==> src/osl_params.svh <==
// Purpose: Constants of the setting loader: offsets, fields, codes, timing.
// Assumes: 13-bit byte addresses into the nonvolatile array.
// Notes:   Included by bare name; definitions only.
`ifndef OSL_PARAMS_SVH
`define OSL_PARAMS_SVH

`define OSL_CHECK_CODE   8'hA5
`define OSL_BANK0        13'h0000
`define OSL_BANK1        13'h1000
`define OSL_KEY_OFS      13'h0001
`define OSL_DEF_FIRST    5'h02
`define OSL_DEF_LAST     5'h13
`define OSL_BND_OFS      13'h001A
`define OSL_BND_LAST     5'h0F
`define OSL_FINAL_SLOT   5'h10
`define OSL_TERM_CODE    8'h7F
`define OSL_REC_OFS      13'h002A
`define OSL_REC_LEN      13'h00E9
`define OSL_HDR_LAST     5'h08
`define OSL_PSR_DEFAULT  8'h0F
`define OSL_SLEEP_CODE   8'h07

`define OSL_TRI_TABLES   3'h4
`define OSL_TRI_STAGES   4'h8
`define OSL_DUO_TABLES   3'h5
`define OSL_DUO_STAGES   4'h6

`define OSL_CLK_NS       5
`define OSL_LOOP_NS      1000
`define OSL_LOOP_CYC     (`OSL_LOOP_NS / `OSL_CLK_NS)

`define OSL_A_CTRL       8'h00
`define OSL_A_TEMP       8'h04
`define OSL_A_CMD        8'h08
`define OSL_A_STATUS     8'h0C
`define OSL_A_RANGE      8'h10
`define OSL_A_HDR0       8'h14
`define OSL_A_HDR1       8'h18
`define OSL_A_SHAPE      8'h1C
`define OSL_A_DEF_IDX    8'h20
`define OSL_A_DEF_DATA   8'h24
`define OSL_A_INT_STAT   8'h28
`define OSL_A_INT_MASK   8'h2C

`define OSL_INT_DONE     0
`define OSL_INT_STOP     1
`define OSL_INT_LOOP     2

`define OSL_RESP_OKAY    2'h0
`define OSL_RESP_SLVERR  2'h2

`endif

==> src/osl_pkg.sv <==
// Purpose: Types shared by the setting loader.
// Assumes: Nothing beyond the constants header.
// Notes:   Loader states carry explicit binary codes.
`default_nettype none
package osl_pkg;
	typedef enum logic [2:0] {
		OSL_ST_IDLE = 3'b000,
		OSL_ST_CHK0 = 3'b001,
		OSL_ST_CHK1 = 3'b010,
		OSL_ST_KEY  = 3'b011,
		OSL_ST_DEF  = 3'b100,
		OSL_ST_BND  = 3'b101,
		OSL_ST_HDR  = 3'b110
	} osl_state_t;
endpackage
`default_nettype wire
==> src/osl_bound_cmp.sv <==
// Purpose: Compares a measured temperature with one stored boundary.
// Assumes: Both operands are two's-complement whole degrees.
// Notes:   The terminator code ends the chain wherever it stands.
`include "osl_params.svh"
`default_nettype none
module osl_bound_cmp #(
	parameter int            W    = 8,
	parameter logic [W-1:0]  TERM = `OSL_TERM_CODE
) (
	input  wire logic [W-1:0] temp,
	input  wire logic [W-1:0] bound,
	output logic              hit,
	output logic              term
);
	assign term = (bound == TERM);
	assign hit  = ($signed(temp) <= $signed(bound)) || term;
endmodule
`default_nettype wire

==> src/osl_byte_mem.sv <==
// Purpose: Small byte store with registered read data.
// Assumes: One write port and one read port on one clock.
// Notes:   Contents are undefined until written; readers gate on a flag.
`default_nettype none
module osl_byte_mem #(
	parameter int W     = 8,
	parameter int DEPTH = 32,
	parameter int AW    = 5
) (
	input  wire logic          aclk,
	input  wire logic          we,
	input  wire logic [AW-1:0] waddr,
	input  wire logic [W-1:0]  wdata,
	input  wire logic [AW-1:0] raddr,
	output logic      [W-1:0]  rdata
);
	logic [W-1:0] mem [0:DEPTH-1];

	always_ff @(posedge aclk) begin
		if (we) begin
			mem[waddr] <= wdata;
		end
		rdata <= mem[raddr];
	end
endmodule
`default_nettype wire

==> src/osl_loader.sv <==
// Purpose: Nonvolatile setting loader with an AXI4-Lite register slave.
// Assumes: The array answers a held request with ack and data in one cycle.
// Notes:   Register slave, array walker and loop check share one clock.
// Summary of operation
// - Try bank check byte A5 at first bank, then second, else stop.
// - Walk boundaries upward; first boundary at or above temperature wins.
// - Temperature above the last boundary selects the final seventeenth slot.
// - Boundaries and temperature compare as signed whole degrees.
// - Boundary byte 7F ends the chain and selects its own position.
// - Override bytes after the key, up to 13h, load only with key A5.
// - Panel byte bits 7..2 give resolution, source, colour, scan; default 0F.
// - Seventeen records per bank; chosen record header is fetched as one set.
// - Three-colour mode: four tables of eight stages each.
// - Two-colour mode: five tables of six stages, rest reserved.
// - All tables of a record share one stage count.
// - Command 07h enters deep sleep; only reset assertion leaves it.
// - Loop check drives the out pin and passes only if it returns.
`include "osl_params.svh"
`default_nettype none
module osl_loader #(
	parameter int LOOP_CYC = `OSL_LOOP_CYC
) (
	input  wire logic        aclk,
	input  wire logic        aresetn,
	input  wire logic [7:0]  s_axi_awaddr,
	input  wire logic        s_axi_awvalid,
	output logic             s_axi_awready,
	input  wire logic [31:0] s_axi_wdata,
	input  wire logic [3:0]  s_axi_wstrb,
	input  wire logic        s_axi_wvalid,
	output logic             s_axi_wready,
	output logic [1:0]       s_axi_bresp,
	output logic             s_axi_bvalid,
	input  wire logic        s_axi_bready,
	input  wire logic [7:0]  s_axi_araddr,
	input  wire logic        s_axi_arvalid,
	output logic             s_axi_arready,
	output logic [31:0]      s_axi_rdata,
	output logic [1:0]       s_axi_rresp,
	output logic             s_axi_rvalid,
	input  wire logic        s_axi_rready,
	output logic             otp_req,
	output logic [12:0]      otp_addr,
	input  wire logic        otp_ack,
	input  wire logic [7:0]  otp_rdata,
	output logic             loop_out_pin,
	input  wire logic        loop_in_pin,
	output logic [1:0]       resolution_select,
	output logic             reg_source_select,
	output logic             colour_mode_bit,
	output logic             gate_scan_direction,
	output logic             source_shift_direction,
	output logic             three_colour_mode,
	output logic             deep_sleep,
	output logic             irq
);
	osl_pkg::osl_state_t state;
	logic [12:0] bank_base;
	logic [4:0]  idx;
	logic [4:0]  sel_range;
	logic        key_ok;
	logic        bank_sel;
	logic        load_valid;
	logic [7:0]  panel_byte;
	logic [7:0]  hdr [0:8];
	logic [7:0]  temp;
	logic [4:0]  def_idx;
	logic [7:0]  def_mem_q;
	logic        ev_done;
	logic        ev_stop;
	logic        ev_loop;
	logic [2:0]  int_stat;
	logic [2:0]  int_mask;
	logic        loop_busy;
	logic        loop_ok;
	logic [15:0] loop_cnt;
	logic        cmp_hit;
	logic        cmp_term;
	logic        mem_we;
	logic        taken;
	logic [4:0]  next_range;
	logic [12:0] rec_addr;
	logic        aw_hold;
	logic        w_hold;
	logic [7:0]  aw_addr_q;
	logic [31:0] w_data_q;
	logic [3:0]  w_strb_q;
	logic        wr_fire;
	logic        wr_ctrl_start;
	logic        wr_ctrl_loop;
	logic [31:0] rd_mux;
	logic        rd_ok;
	logic [7:0]  def_byte;

	function automatic logic [7:0] osl_builtin(input logic [4:0] i);
		case (i)
			5'h02:   osl_builtin = `OSL_PSR_DEFAULT;
			5'h04:   osl_builtin = 8'h17;
			5'h05:   osl_builtin = 8'h17;
			5'h06:   osl_builtin = 8'h17;
			5'h08:   osl_builtin = 8'hD7;
			5'h09:   osl_builtin = 8'h22;
			5'h12:   osl_builtin = 8'h03;
			default: osl_builtin = 8'h00;
		endcase
	endfunction

	osl_bound_cmp #(.W(8), .TERM(`OSL_TERM_CODE)) u_cmp (
		.temp  (temp),
		.bound (otp_rdata),
		.hit   (cmp_hit),
		.term  (cmp_term)
	);

	osl_byte_mem #(.W(8), .DEPTH(32), .AW(5)) u_defaults (
		.aclk  (aclk),
		.we    (mem_we),
		.waddr (idx),
		.wdata (otp_rdata),
		.raddr (def_idx),
		.rdata (def_mem_q)
	);

	assign otp_req = (state != osl_pkg::OSL_ST_IDLE);
	assign taken   = otp_req && otp_ack;
	assign mem_we  = taken && (state == osl_pkg::OSL_ST_DEF);
	// Past the last boundary the chain falls through to the final slot.
	assign next_range = (idx == `OSL_BND_LAST && !cmp_hit) ?
		`OSL_FINAL_SLOT : idx;
	assign rec_addr = bank_base + `OSL_REC_OFS +
		13'({8'h00, next_range} * `OSL_REC_LEN);

	always_ff @(posedge aclk) begin
		if (!aresetn) begin
			state      <= osl_pkg::OSL_ST_IDLE;
			otp_addr   <= 13'h0000;
			bank_base  <= 13'h0000;
			bank_sel   <= 1'b0;
			idx        <= 5'h00;
			sel_range  <= 5'h00;
			key_ok     <= 1'b0;
			load_valid <= 1'b0;
			ev_done    <= 1'b0;
			ev_stop    <= 1'b0;
		end else begin
			ev_done <= 1'b0;
			ev_stop <= 1'b0;
			case (state)
				osl_pkg::OSL_ST_IDLE: begin
					if (wr_ctrl_start && !deep_sleep) begin
						state      <= osl_pkg::OSL_ST_CHK0;
						otp_addr   <= `OSL_BANK0;
						bank_base  <= `OSL_BANK0;
						bank_sel   <= 1'b0;
						load_valid <= 1'b0;
					end
				end
				osl_pkg::OSL_ST_CHK0: begin
					if (otp_ack && otp_rdata == `OSL_CHECK_CODE) begin
						state    <= osl_pkg::OSL_ST_KEY;
						otp_addr <= `OSL_BANK0 + `OSL_KEY_OFS;
					end else if (otp_ack) begin
						state     <= osl_pkg::OSL_ST_CHK1;
						otp_addr  <= `OSL_BANK1;
						bank_base <= `OSL_BANK1;
						bank_sel  <= 1'b1;
					end
				end
				osl_pkg::OSL_ST_CHK1: begin
					if (otp_ack && otp_rdata == `OSL_CHECK_CODE) begin
						state    <= osl_pkg::OSL_ST_KEY;
						otp_addr <= `OSL_BANK1 + `OSL_KEY_OFS;
					end else if (otp_ack) begin
						state   <= osl_pkg::OSL_ST_IDLE;
						ev_stop <= 1'b1;
					end
				end
				osl_pkg::OSL_ST_KEY: begin
					if (otp_ack) begin
						key_ok <= (otp_rdata == `OSL_CHECK_CODE);
						if (otp_rdata == `OSL_CHECK_CODE) begin
							state    <= osl_pkg::OSL_ST_DEF;
							idx      <= `OSL_DEF_FIRST;
							otp_addr <= bank_base + 13'(`OSL_DEF_FIRST);
						end else begin
							state    <= osl_pkg::OSL_ST_BND;
							idx      <= 5'h00;
							otp_addr <= bank_base + `OSL_BND_OFS;
						end
					end
				end
				osl_pkg::OSL_ST_DEF: begin
					if (otp_ack && idx == `OSL_DEF_LAST) begin
						state    <= osl_pkg::OSL_ST_BND;
						idx      <= 5'h00;
						otp_addr <= bank_base + `OSL_BND_OFS;
					end else if (otp_ack) begin
						idx      <= idx + 5'h01;
						otp_addr <= otp_addr + 13'h0001;
					end
				end
				osl_pkg::OSL_ST_BND: begin
					// Ascending walk; a hit or a terminator ends it.
					if (otp_ack && (cmp_hit || idx == `OSL_BND_LAST)) begin
						state     <= osl_pkg::OSL_ST_HDR;
						sel_range <= next_range;
						otp_addr  <= rec_addr;
						idx       <= 5'h00;
					end else if (otp_ack) begin
						idx      <= idx + 5'h01;
						otp_addr <= otp_addr + 13'h0001;
					end
				end
				osl_pkg::OSL_ST_HDR: begin
					if (otp_ack && idx == `OSL_HDR_LAST) begin
						state      <= osl_pkg::OSL_ST_IDLE;
						load_valid <= 1'b1;
						ev_done    <= 1'b1;
					end else if (otp_ack) begin
						idx      <= idx + 5'h01;
						otp_addr <= otp_addr + 13'h0001;
					end
				end
				default: begin
					state <= osl_pkg::OSL_ST_IDLE;
				end
			endcase
		end
	end

	always_ff @(posedge aclk) begin
		if (!aresetn) begin
			for (int i = 0; i < 9; i++) begin
				hdr[i] <= 8'h00;
			end
		end else if (taken && state == osl_pkg::OSL_ST_HDR) begin
			hdr[idx[3:0]] <= otp_rdata;
		end
	end

	// Panel byte follows the override only while the key was present.
	always_ff @(posedge aclk) begin
		if (!aresetn) begin
			panel_byte <= `OSL_PSR_DEFAULT;
		end else if (state == osl_pkg::OSL_ST_KEY && otp_ack &&
				otp_rdata != `OSL_CHECK_CODE) begin
			panel_byte <= `OSL_PSR_DEFAULT;
		end else if (mem_we && idx == `OSL_DEF_FIRST) begin
			panel_byte <= {otp_rdata[7:2], 2'b00};
		end
	end

	assign resolution_select      = panel_byte[7:6];
	assign reg_source_select      = panel_byte[5];
	assign colour_mode_bit        = panel_byte[4];
	assign gate_scan_direction    = panel_byte[3];
	assign source_shift_direction = panel_byte[2];
	assign three_colour_mode      = !panel_byte[4];

	always_ff @(posedge aclk) begin
		if (!aresetn) begin
			deep_sleep <= 1'b0;
		end else if (wr_fire && aw_addr_q == `OSL_A_CMD && w_strb_q[0] &&
				w_data_q[7:0] == `OSL_SLEEP_CODE) begin
			deep_sleep <= 1'b1;
		end
	end

	always_ff @(posedge aclk) begin
		if (!aresetn) begin
			loop_busy    <= 1'b0;
			loop_ok      <= 1'b0;
			loop_out_pin <= 1'b0;
			loop_cnt     <= 16'h0000;
			ev_loop      <= 1'b0;
		end else begin
			ev_loop <= 1'b0;
			if (!loop_busy && wr_ctrl_loop && !deep_sleep) begin
				loop_busy    <= 1'b1;
				loop_out_pin <= 1'b1;
				loop_cnt     <= 16'(LOOP_CYC - 1);
			end else if (loop_busy && loop_cnt == 16'h0000) begin
				loop_busy    <= 1'b0;
				loop_out_pin <= 1'b0;
				loop_ok      <= loop_in_pin;
				ev_loop      <= 1'b1;
			end else if (loop_busy) begin
				loop_cnt <= loop_cnt - 16'h0001;
			end
		end
	end

	// AXI4-Lite write side: address and data are taken in either order.
	assign s_axi_awready = !aw_hold && !s_axi_bvalid;
	assign s_axi_wready  = !w_hold && !s_axi_bvalid;
	assign wr_fire       = aw_hold && w_hold && !s_axi_bvalid;
	assign wr_ctrl_start = wr_fire && aw_addr_q == `OSL_A_CTRL &&
		w_strb_q[0] && w_data_q[0];
	assign wr_ctrl_loop  = wr_fire && aw_addr_q == `OSL_A_CTRL &&
		w_strb_q[0] && w_data_q[1];

	always_ff @(posedge aclk) begin
		if (!aresetn) begin
			aw_hold      <= 1'b0;
			w_hold       <= 1'b0;
			aw_addr_q    <= 8'h00;
			w_data_q     <= 32'h0000_0000;
			w_strb_q     <= 4'h0;
			s_axi_bvalid <= 1'b0;
			s_axi_bresp  <= `OSL_RESP_OKAY;
		end else begin
			if (s_axi_awvalid && s_axi_awready) begin
				aw_hold   <= 1'b1;
				aw_addr_q <= {s_axi_awaddr[7:2], 2'b00};
			end
			if (s_axi_wvalid && s_axi_wready) begin
				w_hold   <= 1'b1;
				w_data_q <= s_axi_wdata;
				w_strb_q <= s_axi_wstrb;
			end
			if (wr_fire) begin
				aw_hold      <= 1'b0;
				w_hold       <= 1'b0;
				s_axi_bvalid <= 1'b1;
				s_axi_bresp  <= (aw_addr_q <= `OSL_A_INT_MASK) ?
					`OSL_RESP_OKAY : `OSL_RESP_SLVERR;
			end else if (s_axi_bvalid && s_axi_bready) begin
				s_axi_bvalid <= 1'b0;
			end
		end
	end

	always_ff @(posedge aclk) begin
		if (!aresetn) begin
			temp     <= 8'h00;
			def_idx  <= 5'h00;
			int_mask <= 3'h0;
		end else if (wr_fire && w_strb_q[0]) begin
			case (aw_addr_q)
				`OSL_A_TEMP:     temp     <= w_data_q[7:0];
				`OSL_A_DEF_IDX:  def_idx  <= w_data_q[4:0];
				`OSL_A_INT_MASK: int_mask <= w_data_q[2:0];
				default:         temp     <= temp;
			endcase
		end
	end

	// Hardware events win over a write-one clear in the same cycle.
	always_ff @(posedge aclk) begin
		if (!aresetn) begin
			int_stat <= 3'h0;
		end else begin
			int_stat <= (int_stat & ~((wr_fire && w_strb_q[0] &&
				aw_addr_q == `OSL_A_INT_STAT) ? w_data_q[2:0] : 3'h0)) |
				{ev_loop, ev_stop, ev_done};
		end
	end

	assign irq = |(int_stat & int_mask);

	// Defaults read back as override bytes only when the key matched.
	assign def_byte = key_ok ? def_mem_q : osl_builtin(def_idx);

	always_comb begin
		rd_ok  = 1'b1;
		rd_mux = 32'h0000_0000;
		case ({s_axi_araddr[7:2], 2'b00})
			`OSL_A_CTRL:     rd_mux = 32'h0000_0000;
			`OSL_A_TEMP:     rd_mux = {24'h000000, temp};
			`OSL_A_CMD:      rd_mux = {31'h0, deep_sleep};
			`OSL_A_STATUS:   rd_mux = {24'h000000, loop_ok, loop_busy,
				deep_sleep, key_ok, bank_sel, load_valid,
				otp_req, 1'b0};
			`OSL_A_RANGE:    rd_mux = {11'h000, otp_addr, 3'h0, sel_range};
			`OSL_A_HDR0:     rd_mux = {hdr[3], hdr[2], hdr[1], hdr[0]};
			`OSL_A_HDR1:     rd_mux = {hdr[7], hdr[6], hdr[5], hdr[4]};
			`OSL_A_SHAPE:    rd_mux = three_colour_mode ?
				{24'h000000, `OSL_TRI_STAGES, 1'b0, `OSL_TRI_TABLES} :
				{24'h000000, `OSL_DUO_STAGES, 1'b0, `OSL_DUO_TABLES};
			`OSL_A_DEF_IDX:  rd_mux = {27'h0, def_idx};
			`OSL_A_DEF_DATA: rd_mux = {24'h000000, def_byte};
			`OSL_A_INT_STAT: rd_mux = {29'h0, int_stat};
			`OSL_A_INT_MASK: rd_mux = {29'h0, int_mask};
			default:         rd_ok  = 1'b0;
		endcase
	end

	assign s_axi_arready = !s_axi_rvalid;

	always_ff @(posedge aclk) begin
		if (!aresetn) begin
			s_axi_rvalid <= 1'b0;
			s_axi_rdata  <= 32'h0000_0000;
			s_axi_rresp  <= `OSL_RESP_OKAY;
		end else if (s_axi_arvalid && s_axi_arready) begin
			s_axi_rvalid <= 1'b1;
			s_axi_rdata  <= rd_mux;
			s_axi_rresp  <= rd_ok ? `OSL_RESP_OKAY : `OSL_RESP_SLVERR;
		end else if (s_axi_rvalid && s_axi_rready) begin
			s_axi_rvalid <= 1'b0;
		end
	end

	a_bank_fallback: assert property (@(posedge aclk) disable iff (!aresetn)
		state == osl_pkg::OSL_ST_CHK0 && otp_ack &&
		otp_rdata != `OSL_CHECK_CODE |=> state == osl_pkg::OSL_ST_CHK1 &&
		otp_addr == `OSL_BANK1) else $error("second bank not tried");
	a_bank_stop: assert property (@(posedge aclk) disable iff (!aresetn)
		state == osl_pkg::OSL_ST_CHK1 && otp_ack &&
		otp_rdata != `OSL_CHECK_CODE |=> ev_stop ##1 int_stat[1])
		else $error("refresh not stopped without bank");
	a_range_first: assert property (@(posedge aclk) disable iff (!aresetn)
		state == osl_pkg::OSL_ST_BND && otp_ack && cmp_hit |=>
		state == osl_pkg::OSL_ST_HDR && sel_range == $past(idx))
		else $error("wrong range chosen");
	a_final_slot: assert property (@(posedge aclk) disable iff (!aresetn)
		state == osl_pkg::OSL_ST_BND && otp_ack && !cmp_hit &&
		idx == `OSL_BND_LAST |=> sel_range == `OSL_FINAL_SLOT)
		else $error("final slot not used");
	a_signed_cmp: assert property (@(posedge aclk) disable iff (!aresetn)
		state == osl_pkg::OSL_ST_BND && otp_ack && temp == 8'hF6 &&
		otp_rdata == 8'hF1 |=> state == osl_pkg::OSL_ST_BND)
		else $error("minus ten matched minus fifteen");
	a_term_stop: assert property (@(posedge aclk) disable iff (!aresetn)
		state == osl_pkg::OSL_ST_BND && otp_ack &&
		otp_rdata == `OSL_TERM_CODE |=> state == osl_pkg::OSL_ST_HDR)
		else $error("terminator ignored");
	a_key_gate: assert property (@(posedge aclk) disable iff (!aresetn)
		mem_we |-> key_ok)
		else $error("override loaded without key");
	a_no_key: assert property (@(posedge aclk) disable iff (!aresetn)
		state == osl_pkg::OSL_ST_KEY && otp_ack &&
		otp_rdata != `OSL_CHECK_CODE |=> !key_ok &&
		panel_byte == `OSL_PSR_DEFAULT) else $error("default lost");
	a_record_addr: assert property (@(posedge aclk) disable iff (!aresetn)
		$rose(state == osl_pkg::OSL_ST_HDR) |-> otp_addr == bank_base +
		`OSL_REC_OFS + 13'({8'h00, sel_range} * `OSL_REC_LEN))
		else $error("record address wrong");
	a_table_shape: assert property (@(posedge aclk) disable iff (!aresetn)
		s_axi_arvalid && s_axi_arready && s_axi_araddr == `OSL_A_SHAPE |=>
		s_axi_rdata[7:0] == (three_colour_mode ? 8'h84 : 8'h65))
		else $error("table shape wrong");
	a_sleep_hold: assert property (@(posedge aclk) disable iff (!aresetn)
		deep_sleep |=> deep_sleep && (state == osl_pkg::OSL_ST_IDLE ||
		$past(state) != osl_pkg::OSL_ST_IDLE))
		else $error("left deep sleep without reset");
	a_loop_judge: assert property (@(posedge aclk) disable iff (!aresetn)
		loop_busy && loop_cnt == 16'h0000 |=> ev_loop && !loop_out_pin &&
		loop_ok == $past(loop_in_pin)) else $error("loop verdict wrong");
endmodule
`default_nettype wire

==> config.mk <==
export PLATFORM = sky130hd
export DESIGN_NAME = osl_loader
export DESIGN_NICKNAME = d
export VERILOG_FILES = /design/src/osl_pkg.sv /design/src/osl_bound_cmp.sv /design/src/osl_byte_mem.sv /design/src/osl_loader.sv
export VERILOG_INCLUDE_DIRS = /design/src /design/src/src
export SDC_FILE = /design/constraint.sdc
export NUM_CORES = 1
export LEC_CHECK = 0
export ABC_AREA = 1
export BUFFER_PORTS_ARGS = -buffer_cell sky130_fd_sc_hd__buf_2
export CORE_MARGIN = 2
export CORE_UTILIZATION = 35
export DETAILED_ROUTE_END_ITERATION = 16
export REMOVE_ABC_BUFFERS = 1
export SETUP_SLACK_MARGIN = 0.2
export SLEW_MARGIN = 25
export SYNTH_ARGS = -nofsm -noshare
export SYNTH_HDL_FRONTEND = slang
export SYNTH_SLANG_ARGS = --single-unit
==> constraint.sdc <==
create_clock -name aclk -period 5.6 [get_ports aclk]
set_input_delay 0.28 -clock aclk [delete_from_list [all_inputs] [get_ports aclk]]
set_output_delay 0.28 -clock aclk [all_outputs]
set_load 0.01 [all_outputs]
==> results of run 1 <==
cells by family (layout without fill, tap and decap cells):
family	Yosys count	after routing	synth area share, %
AND/OR/NAND/NOR	668	668	14.7
flip-flops	457	457	62.0
AO/OA/AOI/OAI	456	456	14.5
buffers and inverters	253	395	4.93
adder cells (fa/ha/maj)	48	48	3.16
XOR/XNOR	17	17	0.747
other	1	2	0.0188
state kept, by name, summed over array words and instances, names as in the netlist, 3 cells and up:
signal	count
aw_addr_q	6
loop_cnt	16
int_mask	3
otp_addr	13
def_idx	5
u_defaults.rdata	8
hdr	64
idx	5
u_defaults.mem	256
panel_byte	6
s_axi_rdata	32
sel_range	5
temp	8
int_stat	3
w_data_q	8
state	3
layout make-up:
class | count | area [sq um]
multi-input combinational | 1191 | 6670
fill | 5450 | 33500
tap | 756 | 946
clock buffer | 61 | 1340
timing repair buffer | 134 | 783
inverter | 173 | 649
sequential | 457 | 12400
clock inverter | 27 | 201
metrics by stage:
step | hold slack [ns] | cell area, sq um | setup WS, ns
2_1_floorplan | 0.378 | 19600 | 1.49
3_3_place_gp | 0.439 | 21200 | 0.673
3_5_place_dp | 0.437 | 21300 | 0.583
4_1_cts | 0.000485 | 22900 | 1.11
5_1_grt | 0.0220 | 22900 | 0.718
6_report | 0.0270 | 22900 | 1.09
metal layers:
layer	global-route usage (%)	wire [um]	share of wire [%]
met1	24.2	23500	43
met2	30.0	25600	47
met3	3.16	3460	6.4
met4	6.98	1690	3.1
met5	0	0	0
cell usage after synthesis, types with 23 or more instances:
master,count,area [sq um]
o21ai_0,48,240
o211ai_1,23,173
edfxtp_1,320,9610
nor3_1,28,140
inv_1,136,510
a21oi_1,171,856
a22oi_1,136,1020
nor2_1,203,762
nand4_1,23,144
clkbuf_1,46,173
nand3_1,55,275
nand2_1,306,1150
dfxtp_1,137,2740
inv_2,32,120
ha_1,44,551
worst max-delay path, cell delays in order, from the launching register on:
cell     delay [ns]
dfxtp_1        0.44
ha_1           0.29
a21oi_1        0.14
nor2_1         0.05
nor2_1         0.13
nand2_1        0.07
nand2_1        0.12
nand4_2        0.22
nand2_1        0.20
inv_2          0.07
ha_1           0.32
ha_1           0.29
inv_1          0.05
fa_1           0.54
inv_1          0.04
ha_1           0.35
nand2_1        0.07
nor2_1         0.14
nand2_1        0.07
nand3_1        0.11
a31oi_1        0.11
xor2_1         0.16
or2_1          0.22
nand2_1        0.06
nand2_1        0.04
a21oi_1        0.12
what timing repair did:
action | CTS | global route
endpoints found under the hold margin | 11 | 0
hold buffers | 11 | 0
gates resized for setup | 0 | 0
setup buffers | 0 | 0
power by group through the flow:
stage	Sequential, uW	Clock [uW]	Combinational (uW)
after floorplan	3760	0	354
after global placement	3770	0	574
after detailed placement	3770	0	583
after CTS	3700	3180	593
after global routing	3710	3300	662
final	3700	3130	595
worst paths after layout:
check             slack (ns)      endpoint  cells past startpoint
setup / recovery        1.09  otp_addr[10]                     25
hold / removal          0.03  aw_addr_q[2]                      3
setup reg to reg        1.09  otp_addr[10]                     25
hold reg to reg         0.45   int_stat[2]                      2
==> flow_metrics.py, run 1 <==
metrics = {
    "route": {
        "routedWlPerCell_um": 19.4,
        "drt_pass1_iterations": 6,
        "finalWirelength_mm": 54.2,
        "ant_nets": 0,
        "via_per_inst": 5.24,
        "drt_iter0_drc": 1117,
        "drc_errors": 0,
        "via_count": 14676,
    },
    "power": {
        "vdd_drop_max_mv": 0.170,
        "p_comb_share_pct": 8.0,
        "internal_power_uw": 5600,
        "leakage_uw": 0.00848,
        "power.density_nw_per_um2": 324,
        "p_switching_uw": 1830,
        "switching_share_pct": 24.6,
        "seqPwrFrac_pct": 49.8,
        "pwr-share-clk_pct": 42.2,
        "power.total_uw": 7430,
    },
    "layout": {
        "syn_to_final_growth_pct": 15.0,
        "layout_commonest_cell": "edfxtp_1",
        "drive_above_1_share_pct": 13.6,
        "stdcell_count": 2799,
        "antennaDiodeCount": 0,
        "final_util_pct": 40.7,
        "mostFrequentLayoutCells": "edfxtp_1 (320), nand2_1 (306), nor2_1 (201), a21oi_1 (171), dfxtp_1 (137)",
        "nNetsFinal": 2123,
    },
    "synth": {
        "syn_area_sq_um": 19900,
        "ys.flop_type": "edfxtp_1",
        "synth_seq_area_share_pct": 62.0,
        "syn_inst": 1900,
        "synth-async-reset-ratio_pct": 0,
        "synth_edf_count": 320,
        "syn_avg_cell_area_sq_um": 10.5,
        "ys_types": 54,
        "yosys_warnings": 0,
        "synth-seq-cells": 457,
    },
    "hold_path": {
        "hp-start": "s_axi_awaddr[2]",
        "hold_class": "primary input to flop",
    },
    "sta": {
        "finalCritPeriodShare_pct": 80.5,
        "tightest_slew_ns": 0.954,
        "rsz0062_at_grt": "false",
        "finalHoldViolCount": 0,
        "finalSetupViolCount": 0,
        "timing.fmax_mhz": 222,
        "min_period_ns": 4.51,
        "tns_ns": 0,
        "relSlewSlack_pct": 36.0,
        "finClkSkew_ns": 0.0135,
        "final_max_slew_viol_count": 0,
    },
    "cts": {
        "clockBufferDepth": 3,
        "cts_root_buf": "clkbuf_16",
        "worstSkewPairLatency_ns": 0.58,
        "clock_sinks": 457,
        "numCtsBuffers": 49,
        "cts_tree": "done",
        "htreeDepth": 2,
        "cts.reportedPaths.clkPinSlew_ns": 0.06,
    },
    "floorplanning": {
        "chipWidth_um": 243,
        "core.rowCount": 87,
        "core-area_sq_um": 56400,
        "die_y_um": 243,
        "pin_count": 134,
        "start_util_pct": 35.4,
        "die-area_sq_um": 58900,
    },
    "global_route": {
        "grt_pass1_vias": 14548,
        "antenna_found_initial": 0,
        "grt_overflow_total": 0,
        "grt_max_degree": 66,
        "grt_pass1_wl_mm": 84.3,
        "grt_usage_pct": 18.3,
    },
    "setup_path": {
        "crit_path_end_kind": "flop",
        "critical_path_class": "flop to flop",
        "cp.arrival_ns": 5.01,
        "r2r-start": "temp[5]",
        "worstSetupStartpointType": "flop",
        "cp-startpoint": "temp[5]",
        "crit_fanout": 6,
        "cp_data_required_time_ns": 6.10,
    },
    "place": {
        "placedCellCount": 2700,
        "gp_congestion": 0.873,
        "io_buffer_count": 100,
        "hpwl_mm": 36.4,
    },
    "status": {
        "status": "finished clean",
    },
    "job": {
        "drv_cap": 0,
    },
}
(Power assumes the default switching activity.)
==> run 2: changes to the inputs <==
--- a/config.mk
+++ b/config.mk
@@ -6,7 +6,7 @@
 export SDC_FILE = /design/constraint.sdc
 export NUM_CORES = 1
 export LEC_CHECK = 0
-export ABC_AREA = 1
+export ABC_AREA = 0
 export BUFFER_PORTS_ARGS = -buffer_cell sky130_fd_sc_hd__buf_2
 export CORE_MARGIN = 2
 export CORE_UTILIZATION = 35
==> constraint.sdc (replaced) <==
create_clock -name aclk -period 4.38 [get_ports aclk]
set_input_delay 0.219 -clock aclk [delete_from_list [all_inputs] [get_ports aclk]]
set_output_delay 0.219 -clock aclk [all_outputs]
set_load 0.01 [all_outputs]
==> run 2 against run 1 <==
Clock power up 43%. Final cell count down 8.4%. Global-route usage up 0.88 points. Design area up 6.8%. Critical path type unchanged. Critical endpoint is now otp_addr[12]. Largest power group unchanged. Highest routed layer is now met5.
==> flow_metrics.py, run 2 <==
metrics = {
    "cts": {
        "cts_root_buf": "clkbuf_16",
        "cts.reportedPaths.clkPinSlew_ns": 0.06,
        "cts_tree": "done",
        "htreeDepth": 2,
        "numCtsBuffers": 50,
        "clock_sinks": 457,
        "worstSkewPairLatency_ns": 0.61,
        "clockBufferDepth": 3,
    },
    "setup_path": {
        "critical_path_class": "flop to flop",
        "crit_fanout": 4,
        "worstSetupStartpointType": "flop",
        "crit_path_end_kind": "flop",
        "cp_data_required_time_ns": 4.87,
        "cp.arrival_ns": 4.58,
    },
    "floorplanning": {
        "chipWidth_um": 245,
        "start_util_pct": 35.3,
        "core.rowCount": 88,
        "die_y_um": 245,
        "die-area_sq_um": 60000,
        "core-area_sq_um": 57600,
        "pin_count": 134,
    },
    "sta": {
        "finClkSkew_ns": 0.0280,
        "finalSetupViolCount": 0,
        "tns_ns": 0,
        "timing.fmax_mhz": 244,
        "final_max_slew_viol_count": 0,
        "relSlewSlack_pct": 26.3,
        "min_period_ns": 4.09,
        "finalCritPeriodShare_pct": 93.4,
        "finalHoldViolCount": 0,
        "rsz0062_at_grt": "true",
        "fin_hold_ws_ns": 0.0587,
        "tightest_slew_ns": 1.09,
    },
    "power": {
        "leakage_uw": 0.00890,
        "power.total_uw": 9550,
        "vdd_drop_max_mv": 0.302,
        "power.density_nw_per_um2": 390,
    },
    "synth": {
        "yosys_warnings": 0,
        "syn_avg_cell_area_sq_um": 12.8,
        "synth_edf_count": 320,
        "syn_area_sq_um": 20300,
        "yosysTopAreaCellShare_pct": 47.3,
        "ys_types": 73,
        "synth_seq_area_share_pct": 60.8,
        "yosysTopAreaCell": "edfxtp_1",
        "ys.flop_type": "edfxtp_1",
        "synth-seq-cells": 457,
        "post-synth-top-count-cell": "edfxtp_1",
        "syn_inst": 1591,
        "synthTopCellsByCount": "edfxtp_1 (320), nor2_1 (167), dfxtp_1 (137)",
        "synth-async-reset-ratio_pct": 0,
        "synthTopCellsByArea": "edfxtp_1 (47%), dfxtp_1 (13%), mux4_2 (8.9%)",
    },
    "route": {
        "drt_iter0_drc": 1487,
        "via_count": 13945,
        "finalWirelength_mm": 58.2,
        "via_per_inst": 5.44,
        "ant_nets": 0,
        "drc_errors": 0,
        "drt_pass1_iterations": 6,
        "routedWlPerCell_um": 22.7,
    },
    "place": {
        "io_buffer_count": 100,
        "dpl_cell_area_sq_um": 22100,
        "hpwl_mm": 39.3,
        "gp_congestion": 0.868,
        "placedCellCount": 2439,
    },
    "layout": {
        "fin_area_sq_um": 24500,
        "syn_to_final_growth_pct": 20.6,
        "multi_input_area_sq_um": 7730,
        "mostFrequentLayoutCells": "edfxtp_1 (320), nor2_1 (164), dfxtp_1 (132), nand2_1 (118), buf_2 (100)",
        "stdcell_count": 2563,
        "fillers": 5245,
        "top_regs": "u_defaults.mem (256), hdr (64), s_axi_rdata (32)",
        "largest_register_ffs": 256,
        "layout_commonest_cell": "edfxtp_1",
        "ff_latch_area_sq_um": 12400,
        "drive_above_1_share_pct": 24.5,
        "top_register": "u_defaults.mem",
        "nNetsFinal": 1872,
    },
    "job": {
        "drv_cap": 0,
    },
    "global_route": {
        "antenna_found_initial": 2,
        "grt_overflow_total": 0,
        "grt_usage_pct": 19.2,
        "grt_pass1_vias": 13890,
        "grt_max_degree": 59,
        "grt_pass1_wl_mm": 86.9,
    },
    "status": {
        "status": "finished clean",
    },
    "hold_path": {
        "hold_class": "primary input to flop",
    },
}
run 2: what timing repair did:
| action | in CTS | in global routing |
|---|---|---|
| gates resized for setup | 17 | 49 |
| hold buffers | 20 | 0 |
| setup buffers | 8 | 1 |
| endpoints found under the setup margin | 7 | 6 |
| hold endpoints to repair | 19 | 0 |
| pin swaps | 4 | 28 |
| cloned | 0 | 0 |
run 2: routing by layer:
metal	part of all wire (%)	wire length, um	up-vias	GRT usage (%)
met1	43	24700	7058	25.8
met5	0.022	13	-	0
met3	7.6	4420	85	4.41
met2	47	27600	473	31.0
li1	-	-	6327	-
met4	2.4	1410	2	5.58
run 2: final timing paths:
kind         depth (start not counted)           end     from  slack, ns
max                                 21  otp_addr[12]  temp[7]       0.29
min                                  3       ev_stop  aresetn       0.06
max reg2reg                         21  otp_addr[12]  temp[7]       0.29
min reg2reg                          2   int_stat[2]  ev_loop       0.44
run 2: cell families after synthesis:
group	synth area share (%)
xor gates and xnor gates	1.16
and+or+nand+nor	12.0
muxes	11.6
buffers and inverters	2.99
other	0.0185
DFF	60.8
AOI/OAI and AO/OA	8.31
adders and majority gates	3.10
run 2: power breakdown:
part           internal (uW)  switching (uW)  total, uW  leakage, uW
clock network           2720            1770       4490     0.000858
registers               4650            31.4       4680      0.00407
logic                    118             256        373      0.00397
total                   7490            2060       9550      0.00890
run 2: worst max-delay path, cell delays in order, from the launching register on:
cell and delay [ns]:
dfxtp_4 0.37, ha_4 0.27, nand4_1 0.11, buf_4 0.17, a21oi_4 0.11, o21ai_1 0.07
buf_4 0.17, or2_4 0.28, nand2_4 0.08, inv_4 0.04, ha_4 0.23, ha_4 0.26
inv_2 0.04, fa_1 0.52, inv_2 0.05, ha_4 0.23, a21oi_4 0.16, nor3_2 0.06
or3_1 0.38, a21oi_2 0.15, xnor2_1 0.13, o22ai_1 0.08
run 2: metrics by stage:
step	utilization, %	setup WS [ns]
after floorplan	-	-0.0322
after global placement	38.3	-0.203
final	42.5	0.289
after CTS	42.0	0.202
after global routing	42.5	0.117
after detailed placement	38.3	-0.197
run 2: final cells by class:
cell class                      count  area share [%]
Antenna cell                        1          0.0102
Clock buffer                       66            5.68
Multi-Input combinational cell    976            31.5
Tap cell                          765            3.91
Timing Repair Buffer              220            6.07
Inverter                           50           0.781
Sequential cell                   457            50.5
Clock inverter                     28            1.53
==> run 3: changes to the inputs <==
--- a/config.mk
+++ b/config.mk
@@ -7,12 +7,14 @@
 export NUM_CORES = 1
 export LEC_CHECK = 0
 export ABC_AREA = 0
-export BUFFER_PORTS_ARGS = -buffer_cell sky130_fd_sc_hd__buf_2
 export CORE_MARGIN = 2
 export CORE_UTILIZATION = 35
 export DETAILED_ROUTE_END_ITERATION = 16
+export DONT_BUFFER_PORTS = 1
+export RECOVER_POWER = 25
 export REMOVE_ABC_BUFFERS = 1
 export SETUP_SLACK_MARGIN = 0.2
+export SKIP_CTS_REPAIR_TIMING = 1
 export SLEW_MARGIN = 25
 export SYNTH_ARGS = -nofsm -noshare
 export SYNTH_HDL_FRONTEND = slang
==> run 3 against run 2 <==
The run now ends with hold timing, capacitance limit, slew limit left. Worst setup slack improved by 0.078 ns. Utilization decreased by 1.6 points. Clock-buffer cell count fell by 1. Register-to-register slack improved by 0.08 ns. Non-clock buffer count is 128 lower. Wire length decreased by 4.0%. Combinational power down 16%. Sequential cell count is the same. Largest power group unchanged.
==> flow_metrics.py, run 3 (same netlist as run 2, synthesis figures left out) <==
metrics = {
    "floorplanning": {
        "die_y_um": 245,
        "chipWidth_um": 245,
        "core-area_sq_um": 57600,
        "core.rowCount": 88,
        "pin_count": 134,
        "start_util_pct": 35.3,
        "die-area_sq_um": 60000,
    },
    "cts": {
        "numCtsBuffers": 50,
        "worstSkewPairLatency_ns": 0.59,
        "cts_tree": "done",
        "clockBufferDepth": 3,
        "cts_root_buf": "clkbuf_16",
        "cts.reportedPaths.clkPinSlew_ns": 0.06,
        "htreeDepth": 2,
        "clock_sinks": 457,
    },
    "power": {
        "p_switching_uw": 1990,
        "p_comb_share_pct": 3.5,
        "switching_share_pct": 21.9,
        "vdd_drop_max_mv": 0.308,
        "internal_power_uw": 7110,
        "pwr-share-clk_pct": 45.1,
        "seqPwrFrac_pct": 51.5,
        "leakage_uw": 0.00817,
        "power.density_nw_per_um2": 386,
    },
    "hold_path": {
        "hold-path-endpoint": "s_axi_rdata[9]",
        "hold_class": "primary input to flop",
        "hp-start": "s_axi_araddr[2]",
        "hold-path-cell-count": 3,
    },
    "route": {
        "drt_iter0_drc": 1165,
        "finalWirelength_mm": 55.9,
        "ant_nets": 0,
        "drc_errors": 0,
        "routed.top_layer": "met4",
        "via_per_inst": 5.46,
        "met2_wirelength_mm": 26.9,
        "drt_pass1_iterations": 5,
        "via_count": 13300,
        "met3_length_mm": 4.23,
        "routedWlPerCell_um": 22.9,
        "wl_met1_mm": 23.7,
    },
    "global_route": {
        "antenna_found_initial": 2,
        "grt_pass1_vias": 12835,
        "grt_max_degree": 72,
        "grt_usage_pct": 17.1,
        "grt_overflow_total": 0,
        "grt_pass1_wl_mm": 78.3,
    },
    "layout": {
        "mostFrequentLayoutCells": "edfxtp_1 (320), nor2_1 (163), dfxtp_1 (129), nand2_1 (119), mux4_2 (80)",
        "top_regs": "u_defaults.mem (256), hdr (64), s_axi_rdata (32)",
        "top_register": "u_defaults.mem",
        "largest_register_ffs": 256,
        "syn_to_final_growth_pct": 16.1,
        "layout_commonest_cell": "edfxtp_1",
        "nNetsFinal": 1744,
        "drive_above_1_share_pct": 15.9,
        "final_util_pct": 41.0,
    },
    "status": {
        "violations": "hold timing, capacitance limit, slew limit",
        "status": "finished with violations",
    },
    "sta": {
        "rsz0062_at_grt": "false",
        "finalSetupViolCount": 0,
        "finClkSkew_ns": 0.0233,
        "timing.fmax_mhz": 249,
        "relSlewSlack_pct": -28.9,
        "tightest_slew_ns": 1.93,
        "min_period_ns": 4.01,
        "finalCritPeriodShare_pct": 91.6,
        "finalHoldViolCount": 8,
        "worst_slack_ns": 0.366,
        "fin_hold_ws_ns": -0.0430,
        "final_max_slew_viol_count": 82,
    },
    "place": {
        "hpwl_mm": 34.4,
        "gp_congestion": 0.902,
        "place_ws_ns": 0.0952,
        "io_buffer_count": 0,
    },
    "setup_path": {
        "r2r_cells": 22,
        "reg2reg_to": "otp_addr[11]",
        "critical_path_class": "flop to flop",
        "cp_data_required_time_ns": 4.91,
        "crit_path_end_kind": "flop",
        "r2r-start": "temp[1]",
        "rrSetupSlack_ns": 0.37,
        "crit_fanout": 4,
        "cp.arrival_ns": 4.54,
        "worstSetupStartpointType": "flop",
    },
    "job": {
        "drv_cap": 2,
    },
}
-- run 3: changes by cell type in the layout (fill, tap and decap cells not counted), sizes merged --
cell,previous run,this run
clkinvlp,3,1
diode,1,2
dlygate4sd3,20,41
bufinv,8,2
clkbuf,66,74
buf,200,42
inv,52,51
clkinv,15,25
-- run 3: critical path, stage by stage, from the launching register on --
cell	delay (ns)
dfxtp_2	0.34
ha_4	0.26
nor2b_1	0.12
o211ai_1	0.12
a21oi_2	0.19
o21ai_2	0.08
or2_4	0.27
buf_4	0.15
nand2_2	0.10
ha_1	0.24
inv_2	0.10
ha_1	0.13
nand2b_1	0.13
ha_4	0.21
ha_4	0.24
buf_4	0.14
a211oi_1	0.33
o31ai_2	0.12
a21o_1	0.18
a21oi_1	0.16
xnor2_1	0.14
nand3_1	0.09
nand3_1	0.10
-- run 3: area by class of cell --
| type | count | area [sq um] |
|---|---|---|
| Multi-Input combinational cell | 976 | 7620 |
| Sequential cell | 457 | 12400 |
| Timing Repair Buffer | 92 | 835 |
| Fill cell | 5281 | 34000 |
| Antenna cell | 2 | 5.00 |
| Clock buffer | 65 | 1380 |
| Tap cell | 765 | 957 |
| Inverter | 50 | 189 |
| Clock inverter | 29 | 240 |
-- run 3: worst max path at each step --
| stage | startpoint | end | slack [ns] |
|---|---|---|---|
| after detailed placement | temp[1] | otp_addr[12] | 0.1 |
| after global routing | temp[5] | otp_addr[9] | 0.19 |
| after global placement | temp[1] | otp_addr[12] | 0.13 |
| after CTS | temp[1] | otp_addr[12] | 0.09 |
| final | temp[1] | otp_addr[11] | 0.37 |
| after floorplan | idx[1] | otp_addr[12] | -0.03 |
-- run 3: routing by layer --
layer	global-route usage, %	up-vias
met1	22.4	6719
met2	28.6	419
met4	4.45	0
met5	0	-
met3	3.98	76
li1	-	6086
-- run 3: per-stage QoR --
stage	power, uW	cells	TNS (ns)	cell area [sq um]
6_report	9100	2436	0	23600
5_1_grt	9380	2436	0	23600
4_1_cts	9070	2378	0	22800
3_5_place_dp	4980	2284	0	21200
3_3_place_gp	4980	2284	0	21200
2_1_floorplan	4900	1483	-0.0322	19900
-- run 3: power groups by stage --
stage	registers, uW	clock network [uW]	logic (uW)
after CTS	4680	4180	210
after floorplan	4760	0	139
after global placement	4770	0	206
after detailed placement	4770	0	209
final	4680	4100	315
after global routing	4690	4350	342
